$ cat src/hub_cfg_pkg.sv
// Constants shared by the port-disable and max-power configuration bank
package hub_cfg_pkg;

  // ****************************************************************
  // Register indices (byte address is four times the index)
  // ****************************************************************
  localparam logic [9:0] IDX_PORT_OFF_SP  = 10'h0E8;
  localparam logic [9:0] IDX_PORT_OFF_BP  = 10'h0E9;
  localparam logic [9:0] IDX_MAX_CUR_SP   = 10'h0EA;
  localparam logic [9:0] IDX_MAX_CUR_BP   = 10'h0EB;
  localparam logic [9:0] IDX_CTRL         = 10'h0F8;
  localparam logic [9:0] IDX_STATUS       = 10'h0F9;

  // ****************************************************************
  // Field positions
  // ****************************************************************
  localparam int PORT_LO          = 1;
  localparam int PORT_HI          = 3;
  localparam int NUM_PORTS        = 3;
  localparam int CTRL_CUSTOM_BIT  = 0;
  localparam int CTRL_STRAP_BIT   = 1;
  localparam int STAT_SELF_BIT    = 0;
  localparam int STAT_EN_LO       = 1;
  localparam int STAT_CNT_LO      = 4;

  // ****************************************************************
  // Reset values
  // ****************************************************************
  localparam logic [7:0] RST_PORT_OFF     = 8'h00;
  localparam logic [7:0] RST_MAX_CUR      = 8'h32;
  localparam logic [1:0] RST_CTRL         = 2'h0;

  // ****************************************************************
  // Timing counts
  // ****************************************************************
  // Last settle count before the strap pins are caught
  localparam logic [1:0] STRAP_SETTLE_LAST = 2'h2;

endpackage

$ cat src/bit_sync.sv
// Two-flop synchroniser for pin-level inputs
`timescale 1ns/1ns
module bit_sync #(
  parameter int WIDTH = 1
) (
  input  wire logic             mclk,
  input  wire logic             sys_rst,
  input  wire logic [WIDTH-1:0] async_in,
  output logic      [WIDTH-1:0] sync_out
);

  logic [WIDTH-1:0] stage1_q;

  always_ff @(posedge mclk) begin
    if (sys_rst) begin
      stage1_q <= '0;
      sync_out <= '0;
    end else begin
      stage1_q <= async_in;
      sync_out <= stage1_q;
    end
  end

endmodule // bit_sync

$ cat src/hub_port_disable_power_cfg.sv
// Port-disable masks, max-power bytes and port renumbering for the hub
//
// Function
// - A mask bit at one disables its downstream port and a zero leaves it available.
// - A disabled port is hidden from the host and cannot be enabled or enumerated while configured so.
// - Any mix of disabled ports is accepted and the count of enabled ports is reported exactly.
// - The remaining active ports are renumbered contiguously for the host.
// - Mask bits 3 to 1 govern physical ports 3 to 1 and bits 7 to 4 and 0 have no port effect.
// - In self-powered operation the self-powered mask selects the disabled ports.
// - In bus-powered operation a separate bus-powered mask selects the disabled ports.
// - With control bit 1 (the strap bit) set and custom numbering off, the two strap pins select the disabled ports.
// - The self-powered max-power byte counts in 2 mA steps for self-powered operation.
// - The bus-powered max-power byte, also in 2 mA steps, is reported while bus-powered.
// - Masks and contiguous renumbering apply only when custom numbering is off.
//
// The APB interface to the registers was decided locally.
`timescale 1ns/1ns
module hub_port_disable_power_cfg
  import hub_cfg_pkg::*;
#(
  parameter int PORTS = NUM_PORTS
) (
  input  wire logic                mclk,
  input  wire logic                sys_rst,
  // APB slave
  input  wire logic                psel,
  input  wire logic                penable,
  input  wire logic                pwrite,
  input  wire logic [11:0]         paddr,
  input  wire logic [31:0]         pwdata,
  input  wire logic [3:0]          pstrb,
  output logic      [31:0]         prdata,
  output logic                     pready,
  output logic                     pslverr,
  // Pins
  input  wire logic                self_powered,
  input  wire logic [1:0]          port_off_strap_pins,
  // Toward the hub core
  output logic      [PORTS:1]      port_enabled,
  output logic      [2*PORTS:1]    port_logical_num,
  output logic      [1:0]          enabled_port_count,
  output logic      [7:0]          descriptor_max_power,
  output logic                     numbering_custom
);

  // ****************************************************************
  // Pin synchronisers and strap capture
  // ****************************************************************
  logic       self_powered_s;
  logic [1:0] strap_s;
  logic [1:0] strap_q;

  bit_sync #(.WIDTH(3)) u_pin_sync (
    .mclk     (mclk),
    .sys_rst  (sys_rst),
    .async_in ({self_powered, port_off_strap_pins}),
    .sync_out ({self_powered_s, strap_s})
  );

  // Straps are caught once after reset, once the synchroniser has settled;
  // later pin movement is ignored so the port set cannot shift under the host
  typedef enum logic [1:0] {
    STRAP_SETTLE = 2'b00,
    STRAP_SAMPLE = 2'b01,
    STRAP_HELD   = 2'b11
  } strap_state_e;

  strap_state_e strap_state_q;
  logic [1:0]   strap_wait_q;

  always_ff @(posedge mclk) begin
    if (sys_rst) begin
      strap_state_q <= STRAP_SETTLE;
      strap_wait_q  <= 2'h0;
    end else begin
      case (strap_state_q)
        STRAP_SETTLE: begin
          strap_wait_q <= strap_wait_q + 2'h1;
          if (strap_wait_q == STRAP_SETTLE_LAST) begin
            strap_state_q <= STRAP_SAMPLE;
          end
        end
        STRAP_SAMPLE: strap_state_q <= STRAP_HELD;
        STRAP_HELD:   strap_state_q <= STRAP_HELD;
        default:      strap_state_q <= STRAP_SETTLE;
      endcase
    end
  end

  always_ff @(posedge mclk) begin
    if (sys_rst) begin
      strap_q <= 2'h0;
    end else if (strap_state_q == STRAP_SAMPLE) begin
      strap_q <= strap_s;
    end
  end

  // ****************************************************************
  // APB register bank
  // ****************************************************************
  logic [7:0] port_off_mask_self_powered_q;
  logic [7:0] port_off_mask_bus_powered_q;
  logic [7:0] max_current_self_powered_q;
  logic [7:0] max_current_bus_powered_q;
  logic [1:0] ctrl_q;

  logic [9:0] word_idx;
  logic       setup_phase;
  logic       wr_commit;
  logic       idx_known;
  logic [7:0] wr_byte;

  assign word_idx    = paddr[11:2];
  assign setup_phase = psel && !penable;
  assign wr_commit   = psel && penable && pready && pwrite && !pslverr;
  assign wr_byte     = pstrb[0] ? pwdata[7:0] : 8'h00;

  always_comb begin
    case (word_idx)
      IDX_PORT_OFF_SP,
      IDX_PORT_OFF_BP,
      IDX_MAX_CUR_SP,
      IDX_MAX_CUR_BP,
      IDX_CTRL,
      IDX_STATUS:      idx_known = 1'b1;
      default:         idx_known = 1'b0;
    endcase
  end

  // ****************************************************************
  // Register write decode
  // ****************************************************************
  logic wr_off_sp;
  logic wr_off_bp;
  logic wr_cur_sp;
  logic wr_cur_bp;
  logic wr_ctrl;

  // A cleared byte strobe leaves the register untouched
  assign wr_off_sp = wr_commit && pstrb[0] && (word_idx == IDX_PORT_OFF_SP);
  assign wr_off_bp = wr_commit && pstrb[0] && (word_idx == IDX_PORT_OFF_BP);
  assign wr_cur_sp = wr_commit && pstrb[0] && (word_idx == IDX_MAX_CUR_SP);
  assign wr_cur_bp = wr_commit && pstrb[0] && (word_idx == IDX_MAX_CUR_BP);
  assign wr_ctrl   = wr_commit && pstrb[0] && (word_idx == IDX_CTRL);

  // All eight bits are kept; only bits 3..1 of a mask reach the ports
  always_ff @(posedge mclk) begin
    if (sys_rst) begin
      port_off_mask_self_powered_q <= RST_PORT_OFF;
    end else if (wr_off_sp) begin
      port_off_mask_self_powered_q <= wr_byte;
    end
  end

  always_ff @(posedge mclk) begin
    if (sys_rst) begin
      port_off_mask_bus_powered_q <= RST_PORT_OFF;
    end else if (wr_off_bp) begin
      port_off_mask_bus_powered_q <= wr_byte;
    end
  end

  always_ff @(posedge mclk) begin
    if (sys_rst) begin
      max_current_self_powered_q <= RST_MAX_CUR;
    end else if (wr_cur_sp) begin
      max_current_self_powered_q <= wr_byte;
    end
  end

  always_ff @(posedge mclk) begin
    if (sys_rst) begin
      max_current_bus_powered_q <= RST_MAX_CUR;
    end else if (wr_cur_bp) begin
      max_current_bus_powered_q <= wr_byte;
    end
  end

  always_ff @(posedge mclk) begin
    if (sys_rst) begin
      ctrl_q <= RST_CTRL;
    end else if (wr_ctrl) begin
      ctrl_q <= wr_byte[1:0];
    end
  end

  // ****************************************************************
  // Disabled-port selection
  // ****************************************************************
  logic [PORTS:1] off_sel;
  logic [PORTS:1] strap_mask;
  logic [PORTS:1] on_next;
  logic [2*PORTS:1] num_next;
  logic [1:0]     cnt_next;

  // Strap pin 0 disables port 1, strap pin 1 disables port 2; no pin reaches port 3
  genvar port_i;
  generate
    for (port_i = 1; port_i <= PORTS; port_i++) begin : g_strap
      if (port_i <= 2) begin : g_pin
        assign strap_mask[port_i] = strap_q[port_i-1];
      end else begin : g_no_pin
        assign strap_mask[port_i] = 1'b0;
      end
    end
  endgenerate

  // Where the port-off set comes from; custom numbering wins, then straps
  typedef enum logic [1:0] {
    SRC_BUS_MASK  = 2'b00,
    SRC_SELF_MASK = 2'b01,
    SRC_STRAP     = 2'b11,
    SRC_CUSTOM    = 2'b10
  } off_src_e;

  off_src_e off_src;

  always_comb begin
    if (ctrl_q[CTRL_CUSTOM_BIT]) begin
      off_src = SRC_CUSTOM;
    end else if (ctrl_q[CTRL_STRAP_BIT]) begin
      off_src = SRC_STRAP;
    end else if (self_powered_s) begin
      off_src = SRC_SELF_MASK;
    end else begin
      off_src = SRC_BUS_MASK;
    end
  end

  always_comb begin
    case (off_src)
      SRC_CUSTOM:    off_sel = '0;
      SRC_STRAP:     off_sel = strap_mask;
      SRC_SELF_MASK: off_sel = port_off_mask_self_powered_q[PORT_HI:PORT_LO];
      SRC_BUS_MASK:  off_sel = port_off_mask_bus_powered_q[PORT_HI:PORT_LO];
      default:       off_sel = port_off_mask_bus_powered_q[PORT_HI:PORT_LO];
    endcase
  end

  port_renumber #(.PORTS(PORTS)) u_renumber (
    .port_off      (off_sel),
    .port_on       (on_next),
    .logical_num   (num_next),
    .enabled_count (cnt_next)
  );

  // ****************************************************************
  // Outputs to the hub core
  // ****************************************************************
  always_ff @(posedge mclk) begin
    if (sys_rst) begin
      port_enabled       <= '0;
      port_logical_num   <= '0;
      enabled_port_count <= 2'h0;
    end else begin
      port_enabled       <= on_next;
      port_logical_num   <= num_next;
      enabled_port_count <= cnt_next;
    end
  end

  // ****************************************************************
  // Power byte for the descriptor
  // ****************************************************************
  logic [7:0] mode_max_current;

  // Units stay 2 mA; the hub core scales when it builds the descriptor
  always_comb begin
    if (self_powered_s) begin
      mode_max_current = max_current_self_powered_q;
    end else begin
      mode_max_current = max_current_bus_powered_q;
    end
  end

  always_ff @(posedge mclk) begin
    if (sys_rst) begin
      descriptor_max_power <= RST_MAX_CUR;
    end else begin
      descriptor_max_power <= mode_max_current;
    end
  end

  always_ff @(posedge mclk) begin
    if (sys_rst) begin
      numbering_custom <= 1'b0;
    end else begin
      numbering_custom <= ctrl_q[CTRL_CUSTOM_BIT];
    end
  end

  // ****************************************************************
  // Read data and handshake
  // ****************************************************************
  logic [31:0] status_word;
  logic        access_refused;
  logic [31:0] rd_mux;

  // Read-only view of the live selection, for software that cannot see the hub core
  always_comb begin
    status_word                      = 32'h0000_0000;
    status_word[STAT_SELF_BIT]       = self_powered_s;
    status_word[STAT_EN_LO +: PORTS] = port_enabled;
    status_word[STAT_CNT_LO +: 2]    = enabled_port_count;
  end

  // Unknown words and writes to the status word are refused with no side effect
  assign access_refused = !idx_known || (pwrite && (word_idx == IDX_STATUS));

  always_comb begin
    rd_mux = 32'h0000_0000;
    case (word_idx)
      IDX_PORT_OFF_SP: rd_mux[7:0] = port_off_mask_self_powered_q;
      IDX_PORT_OFF_BP: rd_mux[7:0] = port_off_mask_bus_powered_q;
      IDX_MAX_CUR_SP:  rd_mux[7:0] = max_current_self_powered_q;
      IDX_MAX_CUR_BP:  rd_mux[7:0] = max_current_bus_powered_q;
      IDX_CTRL:        rd_mux[1:0] = ctrl_q;
      IDX_STATUS:      rd_mux      = status_word;
      default:         rd_mux = 32'h0000_0000;
    endcase
  end

  // One wait-free access phase: ready rises for the cycle after setup
  always_ff @(posedge mclk) begin
    if (sys_rst) begin
      pready  <= 1'b0;
      pslverr <= 1'b0;
    end else if (setup_phase) begin
      pready  <= 1'b1;
      pslverr <= access_refused;
    end else begin
      pready  <= 1'b0;
      pslverr <= 1'b0;
    end
  end

  // Read data is held until the next setup so a slow master still sees it
  always_ff @(posedge mclk) begin
    if (sys_rst) begin
      prdata <= 32'h0000_0000;
    end else if (setup_phase) begin
      prdata <= (pwrite || access_refused) ? 32'h0000_0000 : rd_mux;
    end
  end

endmodule // hub_port_disable_power_cfg

$ cat src/port_renumber.sv
// Contiguous renumbering of the downstream ports left enabled
`timescale 1ns/1ns
module port_renumber #(
  parameter int PORTS = 3
) (
  input  wire logic [PORTS:1]   port_off,
  output logic      [PORTS:1]   port_on,
  output logic      [2*PORTS:1] logical_num,
  output logic      [1:0]       enabled_count
);

  // Running count of enabled ports up to and including each position
  logic [1:0] prefix [0:PORTS];

  assign prefix[0] = 2'h0;

  genvar p;
  generate
    for (p = 1; p <= PORTS; p++) begin : g_port
      assign port_on[p]   = ~port_off[p];
      assign prefix[p]    = prefix[p-1] + {1'b0, port_on[p]};
      // Hidden ports report logical number zero
      assign logical_num[2*p -: 2] = port_on[p] ? prefix[p] : 2'h0;
    end
  endgenerate

  assign enabled_count = prefix[PORTS];

endmodule // port_renumber
$ cat config.mk
export PLATFORM = sky130hd
export DESIGN_NAME = hub_port_disable_power_cfg
export DESIGN_NICKNAME = d
export VERILOG_FILES = /design/src/hub_cfg_pkg.sv /design/src/bit_sync.sv /design/src/hub_port_disable_power_cfg.sv /design/src/port_renumber.sv
export SDC_FILE = /design/constraint.sdc
export NUM_CORES = 1
export LEC_CHECK = 0
export BUFFER_PORTS_ARGS = -buffer_cell sky130_fd_sc_hd__buf_4
export CORE_UTILIZATION = 50
export CTS_BUF_LIST = sky130_fd_sc_hd__clkbuf_16
export CTS_CLUSTER_DIAMETER = 100
export DETAILED_ROUTE_END_ITERATION = 6
export HOLD_SLACK_MARGIN = 0.1
export MAX_ROUTING_LAYER = met4
export PLACE_DENSITY_LB_ADDON = 0.2
export SLEW_MARGIN = 10
export SYNTH_ARGS = -nofsm -noshare
export SYNTH_HDL_FRONTEND = slang
export SYNTH_SLANG_ARGS = --single-unit
$ cat constraint.sdc
create_clock -name mclk -period 4.9 [get_ports mclk]
set_clock_uncertainty 0.2 [all_clocks]
set_input_delay 0.245 -clock mclk [delete_from_list [all_inputs] [get_ports mclk]]
set_output_delay 0.245 -clock mclk [all_outputs]
set_load 0.01 [all_outputs]
==> flow_summary.toml, run 1 <==
[global_route]
global_route.usage.total = 0.216
grt_first_pass_wirelength_mm = 11.6
grt_remaining_overflow = 0
grt_start_max_net_pins = 79
via_count_of_the_first_global_routing_pass = 2437
grt_antenna_before_repair = 0

[cts]
clk_pin_slew_worst_paths_ps = 60
h_tree_depth = 3
clk-insertion-delay-late_ps = 330
cts_buffer_depth = 2
post_cts_buffers = 0
cts_tree = "built"
clock_buffers_created_by_tritoncts = 9
cts_num_sinks = 75
clk_root_buffer_cell = "clkbuf_16"

[critical_path]
critical-path-slowest-cell = "dfxtp_1"
data_required_time_of_the_critical_path_ps = 4910
path_depth = 6
critPathLaunch = "u_pin_sync.sync_out[2]$_SDFF_PP0_"
critical_path.top_delay_family = "flip-flops"
crit_chain = "mux2i_1, o21ai_0, nand2_1, fa_1, nor2b_1, nor2b_1"
criticalPathCategory = "register to register"
slowest_delay_ps = 890
cp-end-kind = "register"
cp-start-kind = "register"
count_of_buffer_and_inverter_cells_on_the_critical_path = 0
critical_path_arrival_ps = 2660
critical-path-top-cell-by-count = "nor2b_1"
critPathMaxFanout = 16
worst_r2r_path_depth = 6
rr_startpoint = "u_pin_sync.sync_out[2]$_SDFF_PP0_"

[timing]
setup_viol_count_final = 0
timing.final.crit_share = 0.541
fmaxAchievable_ghz = 0.377
grt_setup_unrepaired = "no"
timing.final.max_slew_violations = 0
final.min_clock_period_ps = 2650
slew_headroom = 0.415
fin_worst_hold_slack_ps = 119
final.setup.tns_ps = 0
tightest_slew_ps = 876
timing.final.hold_violations = 0

[power_and_ir_drop]
power.sequential.fraction = 0.459
swShare = 0.230
p_int_mw = 1.08
power.clock.fraction = 0.448
net-switching-power_uw = 322
comb_power_share = 0.093
power_leakage_nw = 1.88
pwr_density_cell_nw_per_um2 = 336
post-layout-total-power_mw = 1.40
irDropWorstVdd_mv = 0.200

[synthesis]
synth_edf_count = 0
synth.lib_cells_used.distinct = 46
mappedNetlistArea_sq_um = 3440
avg_synthesized_cell_area_sq_um = 9.86
synthesis.yosys.warnings = 0
synthesis.instances = 349
synth_flop_cell = "dfxtp_1"
postSynth.asyncResetShare = 0
portion_of_synthesized_cell_area_occupied_by_the_leading_cell_type = 0.436
yosys.cell_count.top_type = "dfxtp_1"
netlist_top_cells_area = "dfxtp_1 44%, mux2i_1 14%, buf_4 5.7%, nand2b_1 5.5%, nor2b_1 3.8%"
ys_seq_area_frac = 0.436
yosys-top-cells-count = "75 x dfxtp_1, 49 x mux2i_1, 30 x nand2b_1"
synth_largest_area_cell = "dfxtp_1"
ys_seq_elements = 75

[status]
run_status = "finished, violations left"
violations_in_the_final_reports = "DRC"

[placed_design]
detailedPlacementHpwl_mm = 4.72
placed_cell_area_sq_um = 3760
io_buffers = 55
gp_congestion = 0.824
placed_cells = 460

[detailed_routing]
drc = 12
wirelength_mm = 7.15
route.vias.total = 2589
drt-wirelength-per-cell_um = 14.7
routed_via_density = 5.31
final_ant_viol_nets = 0
drt_first_iter_violations = 177
drt_pass1_iterations = 7

[hold_path]
min_delay_path_depth = 3
worstHoldPathType = "input port to register"
timing.hold.worst.start = "pwdata[3]"

[floorplan]
core_area_sq_um = 6490
core.rowCount = 29
num_io_pins = 110
dieArea_sq_um = 7220
start_util = 0.530
die_w_um = 85.0
die_y_um = 85.0

[cells_and_area]
finish.net_count = 465
layoutNonFillerInstCount = 488
insertedDiodeCount = 0
drive_gt1_frac = 0.192
fin_area_sq_um = 4170
area.growth.synth_to_final_pct = 21.1

[flow_run]
cap_viol_max_count = 0
-- cells in the final DEF (no fill, tap or decap), types with 2 or more instances in the layout --
cell type,instances
dfxtp_1,75
buf_4,55
mux2i_1,49
nand2b_1,30
nor2_1,25
conb_1,25
nor2b_1,21
nand2_1,13
a21oi_1,12
dlygate4sd3_1,12
nand3b_1,10
clkbuf_16,9
inv_1,7
o21ai_0,7
a211oi_1,4
a211o_1,4
nand4_1,4
nor3_1,3
a22oi_1,3
mux4_2,3
and2_1,3
clkinv_1,3
nand3_2,2
a31oi_1,2
a32oi_1,2
a221oi_1,2
o32ai_1,2
o21ai_1,2
ha_1,2
clkinv_2,2
-- cell type report --
cell class / count / area [sq um]
tap: 77 / 96.3
clock buffer: 9 / 225
timing repair buffer: 67 / 533
multi-input combinational: 246 / 1730
fill: 551 / 2330
sequential: 75 / 1500
clock inverter: 7 / 58.8
inverter: 7 / 26.3
-- metal layers --
metal  vias up  GRT usage  part of all wire
li1       1268          -                 -
met1      1229      0.275              0.48
met2        84      0.326              0.46
met3         8     0.0613             0.050
met4         0     0.0817             0.012
met5         -          -                 0
-- worst register-to-register path, delay by kind of cell (launching register included) --
kind                       cells  cell delay, ps
and+or+nand+nor                3             460
DFF                            1             890
AOI/OAI and AO/OA              1             320
muxes                          1             220
adders and majority gates      1             450
-- through the flow --
stage / setup slack, ps / utilization
global route: 2100 / 0.641
finish: 2250 / 0.641
detailed placement: 2270 / 0.579
global placement: 2300 / 0.579
floorplan: 2920 / -
CTS: 2270 / 0.641
-- what timing repair did --
item,4_1_cts,5_1_grt
hold endpoints to repair,33,0
gates resized for setup,0,0
hold buffers,12,0
-- power groups by stage --
| stage | clock [mW] | combinational (mW) | sequential (mW) |
|---|---|---|---|
| after floorplan | 0 | 0.0979 | 0.654 |
| after global placement | 0 | 0.119 | 0.655 |
| after detailed placement | 0 | 0.122 | 0.656 |
| after CTS | 0.639 | 0.130 | 0.642 |
| after global routing | 0.669 | 0.145 | 0.645 |
| final | 0.627 | 0.130 | 0.642 |
-- flip-flops by register name, indices dropped and copies added, names as in the netlist, 5 cells and up --
register                      flops
prdata                            8
descriptor_max_power              8
max_current_bus_powered_q         8
max_current_self_powered_q        8
port_logical_num                  5
port_off_mask_self_powered_q      8
port_off_mask_bus_powered_q       8
-- cells by family (layout without fill, tap and decap cells) --
group                      Yosys count  in the layout  synth area share
and+or+nand+nor                    122            122             0.213
AOI/OAI and AO/OA                   42             42            0.0800
adders and majority gates            3              3            0.0131
xor gates and xnor gates             1              1           0.00255
buffers and inverters               52             90            0.0884
other                                1             25           0.00109
muxes                               53             53             0.165
DFF                                 75             75             0.436
-- worst paths after layout --
kind                                                                   end  slack (ps)
worst max-delay path                        port_logical_num[5]$_SDFF_PP0_        2250
worst min-delay path            max_current_self_powered_q[3]$_SDFFE_PP0P_         120
worst max register to register              port_logical_num[5]$_SDFF_PP0_        2250
worst min register to register           u_pin_sync.sync_out[1]$_SDFF_PP0_         230
No activity file was read; power rests on OpenSTA's default activity.
==> inputs of run 2 (changes only) <==
--- a/config.mk
+++ b/config.mk
@@ -6,7 +6,7 @@
 export NUM_CORES = 1
 export LEC_CHECK = 0
 export BUFFER_PORTS_ARGS = -buffer_cell sky130_fd_sc_hd__buf_4
-export CORE_UTILIZATION = 50
+export CORE_UTILIZATION = 46
 export CTS_BUF_LIST = sky130_fd_sc_hd__clkbuf_16
 export CTS_CLUSTER_DIAMETER = 100
 export DETAILED_ROUTE_END_ITERATION = 6
==> constraint.sdc (replaced) <==
create_clock -name mclk -period 2.2 [get_ports mclk]
set_clock_uncertainty 0.2 [all_clocks]
set_input_delay 0.11 -clock mclk [delete_from_list [all_inputs] [get_ports mclk]]
set_output_delay 0.11 -clock mclk [all_outputs]
set_load 0.01 [all_outputs]
==> flow_summary.toml, run 2 (synthesis results as in run 1) <==
[status]
run_status = "complete, no violations"

[detailed_routing]
drt-wirelength-per-cell_um = 14.5
drt_first_iter_violations = 104
drc = 0
routed_via_density = 4.96
final_ant_viol_nets = 0
drt_pass1_iterations = 5
route.vias.total = 2645
wirelength_mm = 7.74

[cells_and_area]
most_frequent_cells_in_the_layout = "75 x dfxtp_1, 64 x buf_4, 49 x mux2i_1"
drive_gt1_frac = 0.212
finish.net_count = 489
mostFrequentLayoutCell = "dfxtp_1"
area.growth.synth_to_final_pct = 28.5
insertedDiodeCount = 0
final.fill_count = 632
fin_area_sq_um = 4420

[global_route]
grt_start_max_net_pins = 79
global_route.usage.total = 0.223
grt_first_pass_wirelength_mm = 12.3
grt_antenna_before_repair = 0
grt_remaining_overflow = 0
via_count_of_the_first_global_routing_pass = 2460

[power_and_ir_drop]
comb_power_share = 0.103
pwr_density_cell_nw_per_um2 = 713
irDropWorstVdd_mv = 0.413
net-switching-power_uw = 728
swShare = 0.231
power.sequential.fraction = 0.453
power_leakage_nw = 2.00
post-layout-total-power_mw = 3.15
power.clock.fraction = 0.445
p_int_mw = 2.42

[placed_design]
detailedPlacementHpwl_mm = 5.03
gp_congestion = 0.783
io_buffers = 55
placed_cell_area_sq_um = 3840
dp_slack_ps = 248

[floorplan]
dieArea_sq_um = 7830
core.rowCount = 31
die_y_um = 88.5
core_area_sq_um = 7250
start_util = 0.474
num_io_pins = 110
die_w_um = 88.5

[timing]
tightest_slew_ps = 681
setup_viol_count_final = 0
slew_headroom = 0.546
finalWorstSetupSlack_ps = 37.2
timing.final.max_slew_violations = 0
timing.final.crit_share = 0.983
final.min_clock_period_ps = 2160
fmaxAchievable_ghz = 0.462
timing.final.hold_violations = 0
final.setup.tns_ps = 0

[flow_run]
cap_viol_max_count = 0

[cts]
cts_num_sinks = 75
h_tree_depth = 3
clock_buffers_created_by_tritoncts = 9
clk_root_buffer_cell = "clkbuf_16"
cts_buffer_depth = 2
cts_tree = "built"
clk_pin_slew_worst_paths_ps = 60
clk-insertion-delay-late_ps = 330

[critical_path]
critical_path.top_delay_family = "simple AND/OR/NAND/NOR gates"
critPathLaunch = "paddr[4]"
data_required_time_of_the_critical_path_ps = 2270
cp-end-kind = "register"
criticalPathCategory = "input port to register"
count_of_buffer_and_inverter_cells_on_the_critical_path = 2
critical_path_arrival_ps = 2230
critical-path-top-cell-by-count = "or4b_4"
critical-path-slowest-cell = "or4b_4"
critPathMaxFanout = 8
crit_chain = "dlygate4sd3_1, buf_4, or4b_4, nor2_4, or4b_4, o21ai_2"
rr_startpoint = "u_pin_sync.sync_out[2]$_SDFF_PP0_"
cp-start-kind = "input port"
slowest_delay_ps = 550

[hold_path]
timing.hold.worst.start = "paddr[7]"
worstHoldPathType = "input port to register"
[run 2: cell types whose count changed in the layout (fill, tap and decap cells not counted), sizes merged]
cell	before	now
clkinv	5	2
buf	55	65
clkinvlp	1	2
inv	7	8
dlygate4sd3	12	26
[run 2: cell type report]
class | count | area (sq um) | area share
well taps | 99 | 124 | 0.0280
clock buffers | 9 | 225 | 0.0509
inverters | 7 | 26.3 | 0.00594
clock inverters | 6 | 58.8 | 0.0133
multi-input cells | 246 | 1730 | 0.392
flip-flops and latches | 75 | 1500 | 0.340
repair buffers | 91 | 752 | 0.170
[run 2: final timing paths]
check                                                         end  slack (ps)  depth (start not counted)
worst max-delay path                       prdata[3]$_SDFFE_PP0P_          40                          6
worst min-delay path                       prdata[6]$_SDFFE_PP0P_         130                          5
worst max register to register     port_logical_num[5]$_SDFF_PP0_         260                          6
worst min register to register  u_pin_sync.sync_out[0]$_SDFF_PP0_         240                          1
[run 2: what timing repair did]
item	in CTS	in global routing
hold buffers	26	0
endpoints found under the hold margin	51	0
endpoints found under the setup margin	0	6
resized for setup	0	3
setup buffers	0	3
[run 2: worst register-to-register path, cell delays in order, from the launching register on]
cell and delay (ps):
dfxtp_1 430, mux2i_1 110, o21ai_0 200, nand2_1 140
fa_1 450, nor2b_1 140, nor2b_1 160
[run 2: metrics by stage]
| stage | hold slack [ps] | instances | utilization |
|---|---|---|---|
| after detailed placement | 130 | 489 | 0.530 |
| after CTS | 109 | 530 | 0.605 |
| final | 132 | 533 | 0.609 |
| after global placement | 119 | 489 | 0.530 |
| after floorplan | 38.2 | 373 | - |
| after global routing | 156 | 533 | 0.609 |
[run 2: routing by layer]
| metal | up-vias | wire length [um] | global-route usage |
|---|---|---|---|
| li1 | 1314 | - | - |
| met1 | 1242 | 3460 | 0.271 |
| met2 | 84 | 3860 | 0.358 |
| met3 | 5 | 344 | 0.0606 |
| met4 | 0 | 74 | 0.0718 |
| met5 | - | 0 | - |
[run 2: power groups by stage]
| stage | logic [mW] | registers [mW] | clock network, mW |
|---|---|---|---|
| global placement | 0.277 | 1.45 | 0 |
| CTS | 0.321 | 1.43 | 1.43 |
| finish | 0.323 | 1.43 | 1.40 |
| floorplan | 0.218 | 1.46 | 0 |
| detailed placement | 0.284 | 1.46 | 0 |
| global route | 0.361 | 1.43 | 1.49 |
